==> config.mk <==
export PLATFORM = sky130hd
export DESIGN_NAME = sdram_core
export DESIGN_NICKNAME = d
export VERILOG_FILES = /design/src/sdram_timing_pkg.sv /design/src/sdram_core.sv /design/src/dq_lane.sv
export SDC_FILE = /design/constraint.sdc
export NUM_CORES = 2
export LEC_CHECK = 0
export BUFFER_PORTS_ARGS = -buffer_cell sky130_fd_sc_hd__buf_2
export CORE_ASPECT_RATIO = 0.5
export CORE_MARGIN = 3
export CORE_UTILIZATION = 25
export CTS_CLUSTER_SIZE = 14
export DETAILED_ROUTE_END_ITERATION = 7
export PLACE_DENSITY = 0.47
export RECOVER_POWER = 25
export SKIP_LAST_GASP = 1
export SLEW_MARGIN = 20
export SYNTH_ARGS = -nofsm -noshare
export SYNTH_HDL_FRONTEND = slang
export SYNTH_HIERARCHICAL = 1
export SYNTH_SLANG_ARGS = --single-unit
export TNS_END_PERCENT = 20
==> constraint.sdc <==
create_clock -name CORE_CLK -period 11.6 [get_ports CORE_CLK]
set_input_delay 0.58 -clock CORE_CLK [delete_from_list [all_inputs] [get_ports CORE_CLK]]
set_output_delay 0.58 -clock CORE_CLK [all_outputs]
set_load 0.05 [all_outputs]
==> src/sdram_timing_pkg.sv <==
/*
 * constants for the sdram command timing core: command codes, latencies,
 * burst lengths, widths.
 * assumes a 100 MHz core clock; no registers reached by software.
 */
package sdram_timing_pkg;
    localparam int unsigned CLK_PERIOD_PS   = 10000;
    localparam int unsigned DATA_W          = 32;
    localparam int unsigned MASK_W          = 4;
    localparam int unsigned BANK_W          = 2;
    localparam int unsigned ROW_W           = 11;
    localparam int unsigned COL_W           = 8;
    localparam int unsigned ADDR_W          = 11;
    localparam int unsigned MEM_DEPTH       = 64;
    localparam int unsigned MEM_IDX_W       = 6;
    // read data / mask / clock enable pipeline depths
    localparam int unsigned READ_MASK_LAT   = 2;
    localparam int unsigned RELEASE_LAT3    = 3;
    localparam int unsigned RELEASE_LAT2    = 2;
    localparam int unsigned CKE_LAT         = 1;
    localparam int unsigned PIPE_W          = 3;
    // mode word fields
    localparam int unsigned MODE_LAT_LSB    = 4;
    localparam int unsigned MODE_BL_LSB     = 0;
    localparam logic [2:0]  LAT_TWO         = 3'h2;
    localparam logic [2:0]  LAT_THREE       = 3'h3;
    localparam logic [2:0]  BL_ONE          = 3'h0;
    localparam logic [2:0]  BL_TWO          = 3'h1;
    localparam logic [2:0]  BL_FOUR         = 3'h2;
    localparam logic [2:0]  BL_EIGHT        = 3'h3;
    localparam logic [2:0]  BL_PAGE         = 3'h7;
    localparam logic [8:0]  BURST_PAGE_LEN  = 9'h100;
    localparam logic [2:0]  RESET_LAT       = 3'h3;
    // {cs_n, ras_n, cas_n, we_n}
    typedef enum logic [3:0] {
        CMD_MRS   = 4'h0,
        CMD_REF   = 4'h1,
        CMD_PRE   = 4'h2,
        CMD_ACT   = 4'h3,
        CMD_WRITE = 4'h4,
        CMD_READ  = 4'h5,
        CMD_STOP  = 4'h6,
        CMD_NOP   = 4'h7
    } cmd_t;
    localparam int unsigned AP_BIT = 10;
endpackage : sdram_timing_pkg

==> src/sdram_core.sv <==
/*
 * device-side command timing core of a four-bank 32-bit synchronous dram.
 * assumes a controller that honours its own spacing obligations.
 */
// Behaviour
// - a read or write command is accepted on every clock.
// - clock enable low suspends one cycle later; high resumes one later.
// - write byte mask blocks data of the same clock.
// - read byte mask floats outputs two cycles after sampling.
// - write data is captured in the write command's clock.
// - precharge of the reading bank or of all banks stops reads: outputs float after read latency cycles.
`timescale 1ns/1ps
module sdram_core (
    // clock and reset
    input  wire logic                 CORE_CLK,
    input  wire logic                 RST_N,
    input  wire logic                 CLK_EN,
    // command pins
    input  wire logic                 CKE,
    input  wire logic                 CS_N,
    input  wire logic                 RAS_N,
    input  wire logic                 CAS_N,
    input  wire logic                 WE_N,
    input  wire logic [1:0]           BA,
    input  wire logic [10:0]          ADDR,
    input  wire logic [3:0]           DQM,
    // data pins
    input  wire logic [31:0]          DQ_IN,
    output logic      [31:0]          DQ_OUT,
    output logic      [3:0]           DQ_OE_N,
    // status
    output logic                      SUSPENDED,
    output logic      [2:0]           READ_LATENCY_SETTING
);
    ////////////////////////////////////////////////////////////////////////
    typedef enum logic [1:0] {
        ST_IDLE  = 2'b00,
        ST_READ  = 2'b01,
        ST_WRITE = 2'b10
    } burst_t;

    burst_t      burst_reg;
    logic [2:0]  lat_reg;
    logic [2:0]  bl_reg;
    logic [8:0]  left_reg;
    logic [1:0]  bank_reg;
    logic [7:0]  col_reg;
    logic        ap_reg;
    logic [10:0] row_reg [4];
    logic        cke_reg;
    logic [2:0]  drv_pipe_reg;
    logic [31:0] rd_pipe_reg [3];
    logic [31:0] mem_reg [sdram_timing_pkg::MEM_DEPTH];

    ////////////////////////////////////////////////////////////////////////
    // command decode; cke sampled a cycle earlier gates the clock
    wire        run   = CLK_EN && cke_reg;
    wire [3:0]  cmd   = {CS_N, RAS_N, CAS_N, WE_N};
    wire        c_rd  = cmd == sdram_timing_pkg::CMD_READ;
    wire        c_wr  = cmd == sdram_timing_pkg::CMD_WRITE;
    wire        c_pre = cmd == sdram_timing_pkg::CMD_PRE;
    wire        c_act = cmd == sdram_timing_pkg::CMD_ACT;
    wire        c_mrs = cmd == sdram_timing_pkg::CMD_MRS;
    wire        c_stp = cmd == sdram_timing_pkg::CMD_STOP;
    wire        pre_hit = c_pre && (ADDR[sdram_timing_pkg::AP_BIT]
                          || BA == bank_reg);
    wire [8:0]  bl_len = (bl_reg == sdram_timing_pkg::BL_ONE)   ? 9'h001 :
                         (bl_reg == sdram_timing_pkg::BL_TWO)   ? 9'h002 :
                         (bl_reg == sdram_timing_pkg::BL_FOUR)  ? 9'h004 :
                         (bl_reg == sdram_timing_pkg::BL_EIGHT) ? 9'h008 :
                         sdram_timing_pkg::BURST_PAGE_LEN;
    // column in flight this clock
    wire        new_col = c_rd || c_wr;
    wire [1:0]  cur_bank = new_col ? BA : bank_reg;
    wire [7:0]  cur_col  = new_col ? ADDR[7:0] : col_reg;
    wire [5:0]  idx = {cur_bank, row_reg[cur_bank][1:0], cur_col[1:0]};
    wire        wr_now  = c_wr || (burst_reg == ST_WRITE && !c_stp
                          && !c_pre && !c_rd && !c_mrs);
    wire        rd_now  = c_rd || (burst_reg == ST_READ && !c_stp
                          && !pre_hit && !c_wr);
    // drive pipeline tap per latency; precharge cut follows it
    wire        drive_tap = (lat_reg == sdram_timing_pkg::LAT_TWO)
                          ? drv_pipe_reg[sdram_timing_pkg::RELEASE_LAT2-1]
                          : drv_pipe_reg[sdram_timing_pkg::RELEASE_LAT3-1];
    // data taps line up with the drive taps, one stage per latency clock
    wire [31:0] rd_tap = (lat_reg == sdram_timing_pkg::LAT_TWO)
                          ? rd_pipe_reg[sdram_timing_pkg::RELEASE_LAT2-1]
                          : rd_pipe_reg[sdram_timing_pkg::RELEASE_LAT3-1];
    wire [7:0]  lane1_old = mem_reg[idx][15:8];
    wire [31:0] wr_word;
    wire [31:0] q_word;
    wire [3:0]  oe_word;

    ////////////////////////////////////////////////////////////////////////
    // one lane per byte; mask latency 0 on writes, 2 on reads
    genvar g;
    generate
        for (g = 0; g < 4; g++) begin : g_lane
            dq_lane u_lane (
                .clk       (CORE_CLK),
                .rst_n     (RST_N),
                .ce        (run),
                .drive_req (drive_tap),
                .mask_in   (DQM[g]),
                .rd_byte   (rd_tap[8*g +: 8]),
                .q_out     (q_word[8*g +: 8]),
                .q_oe_n    (oe_word[g]),
                .wr_en     (wr_now),
                .old_byte  (mem_reg[idx][8*g +: 8]),
                .d_in      (DQ_IN[8*g +: 8]),
                .wr_byte   (wr_word[8*g +: 8])
            );
        end
    endgenerate

    assign DQ_OUT  = q_word;
    assign DQ_OE_N = oe_word;

    ////////////////////////////////////////////////////////////////////////
    // clock enable sampled on every edge with CLK_EN high, one-cycle entry and exit
    always_ff @(posedge CORE_CLK) begin
        if (!RST_N) begin
            cke_reg   <= 1'b1;
            SUSPENDED <= 1'b0;
        end else if (CLK_EN) begin
            cke_reg   <= CKE;
            SUSPENDED <= !CKE;
        end
    end

    always_ff @(posedge CORE_CLK) begin
        if (!RST_N) begin
            lat_reg              <= sdram_timing_pkg::RESET_LAT;
            bl_reg               <= sdram_timing_pkg::BL_ONE;
            READ_LATENCY_SETTING <= sdram_timing_pkg::RESET_LAT;
        end else if (run && c_mrs) begin
            lat_reg <= ADDR[sdram_timing_pkg::MODE_LAT_LSB +: 3];
            bl_reg  <= ADDR[sdram_timing_pkg::MODE_BL_LSB +: 3];
            READ_LATENCY_SETTING <= ADDR[sdram_timing_pkg::MODE_LAT_LSB +: 3];
        end
    end

    always_ff @(posedge CORE_CLK) begin
        if (run && c_act) begin
            row_reg[BA] <= ADDR;
        end
        if (run && wr_now) begin
            mem_reg[idx] <= wr_word;
        end
    end

    ////////////////////////////////////////////////////////////////////////
    // burst sequencer
    always_ff @(posedge CORE_CLK) begin
        if (!RST_N) begin
            burst_reg <= ST_IDLE;
            left_reg  <= 9'h000;
            bank_reg  <= 2'h0;
            col_reg   <= 8'h00;
            ap_reg    <= 1'b0;
        end else if (run) begin
            if (new_col) begin
                burst_reg <= (bl_len == 9'h001) ? ST_IDLE :
                             (c_rd ? ST_READ : ST_WRITE);
                left_reg  <= bl_len - 9'h001;
                bank_reg  <= BA;
                col_reg   <= ADDR[7:0] + 8'h01;
                ap_reg    <= ADDR[sdram_timing_pkg::AP_BIT];
            end else if (c_stp || pre_hit || c_mrs) begin
                burst_reg <= ST_IDLE;
            end else if (burst_reg != ST_IDLE) begin
                col_reg  <= col_reg + 8'h01;
                left_reg <= left_reg - 9'h001;
                if (left_reg == 9'h001) begin
                    burst_reg <= ST_IDLE;
                end
            end
        end
    end

    always_ff @(posedge CORE_CLK) begin
        if (!RST_N) begin
            drv_pipe_reg <= 3'h0;
        end else if (run) begin
            drv_pipe_reg <= {drv_pipe_reg[1:0], rd_now};
            rd_pipe_reg[0] <= mem_reg[idx];
            rd_pipe_reg[1] <= rd_pipe_reg[0];
            rd_pipe_reg[2] <= rd_pipe_reg[1];
        end
    end

    ////////////////////////////////////////////////////////////////////////
    cke_lat_a: assert property (@(posedge CORE_CLK) disable iff (!RST_N)
        (CLK_EN && !CKE && !$past(CKE) && $past(CLK_EN)) |=> SUSPENDED)
        else $error("clock enable low not seen one cycle later");
    rd_mask_a: assert property (@(posedge CORE_CLK) disable iff (!RST_N)
        (run && DQM[0]) ##1 run ##1 run
        |=> DQ_OE_N[0])
        else $error("read mask did not float lane after two cycles");
    wr_mask_a: assert property (@(posedge CORE_CLK) disable iff (!RST_N)
        (run && wr_now && DQM[1])
        |=> mem_reg[$past(idx)][15:8] == $past(lane1_old))
        else $error("masked write byte changed");
    wr_data_a: assert property (@(posedge CORE_CLK) disable iff (!RST_N)
        (run && c_wr && DQM == 4'h0) |=> mem_reg[$past(idx)] == $past(DQ_IN))
        else $error("write data not captured with command");
    col_cmd_a: assert property (@(posedge CORE_CLK) disable iff (!RST_N)
        (run && c_rd) ##1 (run && c_rd) |=> drv_pipe_reg[1:0] == 2'h3)
        else $error("back to back read not accepted");
    pre_rel_a: assert property (@(posedge CORE_CLK) disable iff (!RST_N)
        (run && pre_hit && lat_reg == sdram_timing_pkg::LAT_TWO
         && burst_reg == ST_READ) ##1 run ##1 run
        |=> DQ_OE_N == 4'hf)
        else $error("outputs not released after precharge");
endmodule : sdram_core

==> src/dq_lane.sv <==
/*
 * one byte lane of the data bus: read output register with its own
 * mask pipeline and output enable, and masked write capture.
 * assumes the core supplies aligned read data and a drive request.
 */
`timescale 1ns/1ps
module dq_lane (
    // clock and control
    input  wire logic       clk,
    input  wire logic       rst_n,
    input  wire logic       ce,
    // read side
    input  wire logic       drive_req,
    input  wire logic       mask_in,
    input  wire logic [7:0] rd_byte,
    output logic      [7:0] q_out,
    output logic            q_oe_n,
    // write side
    input  wire logic       wr_en,
    input  wire logic [7:0] old_byte,
    input  wire logic [7:0] d_in,
    output wire logic [7:0] wr_byte
);
    logic [1:0] mask_pipe_reg;
    wire        lane_on = drive_req && !mask_pipe_reg[1];

    // masked byte keeps its stored value, same clock
    assign wr_byte = (wr_en && !mask_in) ? d_in : old_byte;

    always_ff @(posedge clk) begin
        if (!rst_n) begin
            mask_pipe_reg <= 2'h0;
            q_out         <= 8'h00;
            q_oe_n        <= 1'b1;
        end else if (ce) begin
            mask_pipe_reg <= {mask_pipe_reg[0], mask_in};
            q_out         <= rd_byte;
            q_oe_n        <= !lane_on;
        end
    end
endmodule : dq_lane

---- After elaboration in Yosys (flattened, before gate mapping) ----
Memories as Yosys holds them, arrays and structs flattened.
Cells that the tools add are included.
W data, S select, Z words.
cells by class
  add/sub/neg operators ................... 4
  equality and inequality tests ........... 15
  muxes and demuxes ....................... 31
  reductions and logical operators ........ 53
operators by type and width
  kind                   count
  $mux W9                7
  $mux W8                7
  $mux W32               1
  $logic_and A1 B1 Y1    20
  $logic_not A1 Y1       19
  $eq A9 B1 Y1 const B   2
  $sub A9 B1 Y9 const B  2
  $add A8 B1 Y8 const B  2
  $mux W2                8
  $eq A4 B3 Y1 const B   3
  $eq A3 B2 Y1 const B   3
  $eq A4 B2 Y1 const B   2
  $mux W1                8
  $logic_or A1 B1 Y1     6
  $reduce_and A3 Y1      2
  $reduce_bool A3 Y1     2
  $logic_not A4 Y1       1
  $reduce_bool A2 Y1     2
  $eq A3 B1 Y1 const B   1
  $logic_not A3 Y1       1
  $eq A2 B1 Y1 const B   1
  $eq A2 B2 Y1           1
  $eq A2 B2 Y1 const B   1
  $ne A2 B2 Y1 const B   1
word-level totals
  bits in registers ....................... 76
  bits in writable memories ............... 2188
  bits of input ports ..................... 57
  output and inout port bits .............. 40
  word-level logic and storage cells ...... 127
  memories ................................ 3
memory list
  name         depth  width  read ports  clocked after Yosys merged registers in  wr ports  RTL line          text
  mem_reg      64     32     1           0                                        1         sdram_core.sv:53  logic [31:0] mem_reg [sdram_timing_pkg::MEM_DEPTH];
  rd_pipe_reg  3      32     3           0                                        3         sdram_core.sv:52  logic [31:0] rd_pipe_reg [3];
  row_reg      4      11     1           0                                        1         sdram_core.sv:49  logic [10:0] row_reg [4];

---- Longest topological paths before layout ----
  word-level depth ........................ 10
  mapped depth ............................ 13
  mapped depth without buffers ............ 8

---- Cells and area by module ----
The synthesis kept the hierarchy.
by module, submodules not included
  module      times used  cells an instance  area each (µm²)  seq. area each (µm²)
  sdram_core  1           5456               85311.8          65142.5
  dq_lane     4           46                 560.5            220.2

---- Least setup slack after synthesis ----
Ideal clock, no wire load.
  kind .................................... input to register
  start ................................... in CAS_N
  end ..................................... mem mem_reg[0][0] (enable)
  library setup time ...................... 0.421 ns
  arrival ................................. 4.633 ns
  data required time ...................... 11.179 ns
  slack ................................... 6.546 ns
  stages .................................. 10
  buffers on the path ..................... 5
  cells stage by stage .................... or3b_1 > buf_4 > buf_2 > buf_2 > buf_1 > o21ai_0 > nand2_1 > or3_1 > clkbuf_1 > nor2_1
between the ends
  cells in the longest elaborated chain, start to end .. 10
  elaborated cells between the ends (all ways) .. 21
  those cells by class .................... eq/ne (4); mux (4); reduce/logical (12); memory (1)
ends and longest elaborated chain
  element                            RTL line           text
  start, declared                    sdram_core.sv:22   input wire logic CAS_N,
  $eq A4 B3 Y1                       sdram_core.sv:64   wire c_stp = cmd == sdram_timing_pkg::CMD_STOP;
  $logic_not A1 Y1                   sdram_core.sv:77   wire wr_now = c_wr || (burst_reg == ST_WRITE && !c_stp
  $logic_and A1 B1 Y1                sdram_core.sv:77
  $logic_and A1 B1 Y1 (3 in series)  sdram_core.sv:78   && !c_pre && !c_rd && !c_mrs);
  $logic_or A1 B1 Y1 (*)             sdram_core.sv:77
  named net wr_now                   sdram_core.sv:77
  $logic_and A1 B1 Y1 (*)            sdram_core.sv:147  if (run && wr_now) begin
  $mux W1 (*)                        sdram_core.sv:147
  $mux W1 (not written as such) (*)  sdram_core.sv:148  mem_reg[idx] <= wr_word;
  end, declared                      sdram_core.sv:53
Mark *: on every way through the listed nets, which the timed path passes. The rest lies on a longest branch.

---- Worst setup path after layout ----
  start ................................... in CAS_N
  end ..................................... mem mem_reg[50][30] (enable)
between the ends
  cells in the longest elaborated chain, start to end .. 10
  elaborated cells between the ends (all ways) .. 21
  those cells by class .................... eq/ne (4); mux (4); reduce/logical (12); memory (1)
ends and longest elaborated chain
  element                            RTL line
  $eq A4 B3 Y1                       sdram_core.sv:64
  $logic_not A1 Y1                   sdram_core.sv:77
  $logic_and A1 B1 Y1                sdram_core.sv:77
  $logic_and A1 B1 Y1 (3 in series)  sdram_core.sv:78
  $logic_or A1 B1 Y1                 sdram_core.sv:77
  $logic_and A1 B1 Y1                sdram_core.sv:147
  $mux W1                            sdram_core.sv:147
  $mux W1 (not written as such)      sdram_core.sv:148
Parallel ways exist; a longest one is shown, timed or not.

==> flow_metrics.py <==
metrics = {
    "status": {
        "status": "finished, violations left",
        "failed_checks": "max-capacitance violations, max-slew violations",
    },
    "pwr": {
        "p_leak_nw": 32.75,
        "power_density_mw_per_mm2": 170.1,
        "ir_drop_uv": 121.1,
    },
    "logic_synthesis": {
        "synth_fp_nets": 5700,
        "syn-cell-area_mm2": 0.08755,
        "synthSimpleGateAreaFrac_pct": 8.822,
        "ys_ff_latch": 2222,
        "synthXorXnorAreaFrac_pct": 0.03001,
        "yosys.area_share.adder_pct": 0.04287,
        "netlist_instances": 5640,
        "async_flop_share_pct": 0,
        "synth_top_family_by_area": "simple AND/OR/NAND/NOR gates",
        "synthMuxAreaShare_pct": 7.207,
        "synth_edf_count": 2152,
        "seq_area_frac_synth_pct": 75.41,
        "avgSynthCellArea_um2": 15.52,
        "synth-compound-area-share_pct": 6.156,
        "ys_warn_count": 6,
        "synth_ff_type": "edfxtp_1",
        "yosysUniqueCellTypes": 66,
    },
    "floorplanning": {
        "core-area_mm2": 0.3458,
        "die_y_um": 424.5,
        "die-area_mm2": 0.3578,
        "start_util_pct": 25.32,
        "io_pins": 97,
        "die_w_um": 842.9,
        "row_count": 152,
    },
    "layout": {
        "largest_register_ffs": 2048,
        "fill_cells": 34450,
        "layout_common_cells": "2152 x edfxtp_1, 1099 x nand2_1, 388 x nand3_1",
        "multiInputGateArea_mm2": 0.02010,
        "layout_commonest_cell": "edfxtp_1",
        "finalNonFillerCells": 10548,
        "ff_latch_area_mm2": 0.06603,
        "area_growth_pct": 15.46,
        "nets": 5787,
        "drive_above_1_share_pct": 13.42,
    },
    "sta": {
        "final_max_slew_viol_count": 344,
        "finalHoldViolations": 0,
        "fmax_mhz": 115.1,
        "tns_ns": 0,
        "setup_viol": 0,
        "whs_ns": 0.08931,
        "rsz0062_at_grt": "false",
        "worst_slew_pin_slew_ns": 4.131,
        "final.min_clock_period_ns": 8.691,
        "period_share_pct": 74.92,
        "clock_skew_ns": 0.03486,
        "max_slew_margin_pct": -175.4,
    },
    "setup_path": {
        "crit_path_start_kind": "input port",
        "required_ns": 12.11,
        "critPathKind": "input port to register",
        "critPathTopFamily": "buffers and inverters",
        "crit_fanout": 101,
        "critPathCaptureType": "register",
        "arrival_ns": 9.20,
        "slowest_stage": "clkbuf_1",
        "crit_chain": "clkbuf_1 > or3b_4 > buf_12 > a21oi_1 > buf_12 > clkbuf_1 > nand2_1 > nor2_4 > buf_4",
        "cp_slowest_stage_delay_ns": 2.70,
        "path_buf_inv": 5,
    },
    "routing": {
        "drt_iter0_drc": 5513,
        "ant_nets": 0,
        "viasPerCell": 4.736,
        "drt_first_pass_iters": 5,
        "routed_wl_um": 269100,
        "vias": 49953,
        "post_drt_wl_per_cell_um": 25.51,
        "drc": 0,
    },
    "placed_design": {
        "io_buffers": 92,
        "hpwl_um": 137900,
        "dp_cells": 10100,
        "place_congestion": 0.7615,
    },
    "global_route": {
        "overflow": 0,
        "grt_antenna_before_repair": 29,
        "grt_max_degree": 151,
        "grt_pass1_vias": 48174,
        "track_usage_pct": 14.57,
        "grt_pass1_wl_um": 377500,
    },
    "run": {
        "maxCapViolations": 6,
    },
    "clock_network": {
        "cts_hold_buffers": 11,
        "clockRootBuffer": "clkbuf_16",
        "tritoncts": "built",
        "clkLatencyLatePin_ns": 0.89,
        "cts.sink_count": 2222,
        "cts_resized": 0,
        "postCtsSetupBuffers": 0,
        "cts.clk_slew.worst_paths_ns": 0.06,
        "clk_path_buf_depth": 4,
        "htree_levels": 4,
        "cts_buffers": 232,
    },
    "worst_hold_path": {
        "hp-class": "input port to register",
    },
}
-- power by group --
group	total (mW)	internal, mW	leakage [nW]	switching [mW]
registers	9.04	9.02	20.0	0.0186
logic	1.04	0.223	9.23	0.812
clock network	7.13	4.04	3.49	3.09
-- final timing paths --
| path | start | end | slack, ns | depth (start not counted) |
|---|---|---|---|---|
| min reg2reg | rd_pipe_reg[0][7] | rd_pipe_reg[0][39] | 0.42 | 0 |
| min | WE_N | burst_reg[0] | 0.09 | 3 |
| max reg2reg | col_reg[0] | mem_reg[50][30] | 3.20 | 6 |
| max | CAS_N | mem_reg[50][30] | 2.91 | 9 |
-- synthesized netlist by cell type, drive strengths merged (30+ instances only) --
master | number | share of area, %
edfxtp | 2152 | 74
nand2 | 1100 | 4.7
nand3 | 388 | 2.2
clkbuf | 246 | 1.1
a211oi | 201 | 1.7
mux2i | 186 | 2.1
mux4 | 158 | 4.1
buf | 130 | 0.82
inv | 107 | 0.46
a21oi | 101 | 0.58
a311oi | 100 | 1.0
nor2 | 89 | 0.38
o21ai | 83 | 0.47
dfxtp | 70 | 1.6
mux2 | 68 | 1.0
a22oi | 62 | 0.53
nor2b | 54 | 0.39
a31oi | 43 | 0.31
nand2b | 40 | 0.32
o211ai | 34 | 0.29
or4 | 34 | 0.29
nand4 | 31 | 0.22
a221oi | 30 | 0.30
a41o | 30 | 0.34
o2111ai | 30 | 0.30
-- per-layer routing --
| metal | up-vias | wire length [µm] | GRT usage (%) | share of wire, % |
|---|---|---|---|---|
| met2 | 1609 | 121300 | 22.67 | 45 |
| met5 | - | 13 | 0 | 0.0048 |
| li1 | 21924 | - | - | - |
| met3 | 340 | 18970 | 3.057 | 7.0 |
| met1 | 26078 | 120900 | 20.54 | 45 |
| met4 | 2 | 7943 | 4.234 | 3.0 |
-- worst min-delay path, cell delays in order --
cell     delay [ns]
buf_2          0.14
a32oi_1        0.10
nor2b_1        0.10
-- cell type report --
type	count	area share, %
clock buffers	306	6.209
diodes	21	0.05199
inverters	108	0.4023
multi-input cells	2934	19.89
flip-flops and latches	2222	65.32
clock inverters	108	0.8367
repair buffers	229	1.579
well taps	4620	5.718
-- cells by family (layout without fill, tap and decap cells) --
logic type,count (synthesis),after routing
flops,2222,2222
simple gates,1770,1770
compound gates,746,746
buf+inv,484,751
mux,412,412
fa+ha+maj,3,3
xor+xnor,3,3
other cells,0,21
-- per-stage QoR --
step	power [mW]	instance area (µm²)	utilization, %	setup slack (ns)
global placement	10.23	93890	27.16	4.449
CTS	17.36	101100	29.25	5.194
floorplan	9.763	87550	-	6.546
detailed placement	10.24	93890	27.16	4.456
finish	17.20	101100	29.24	2.909
global route	17.76	101000	29.22	2.613
(Power assumes the default switching activity.)
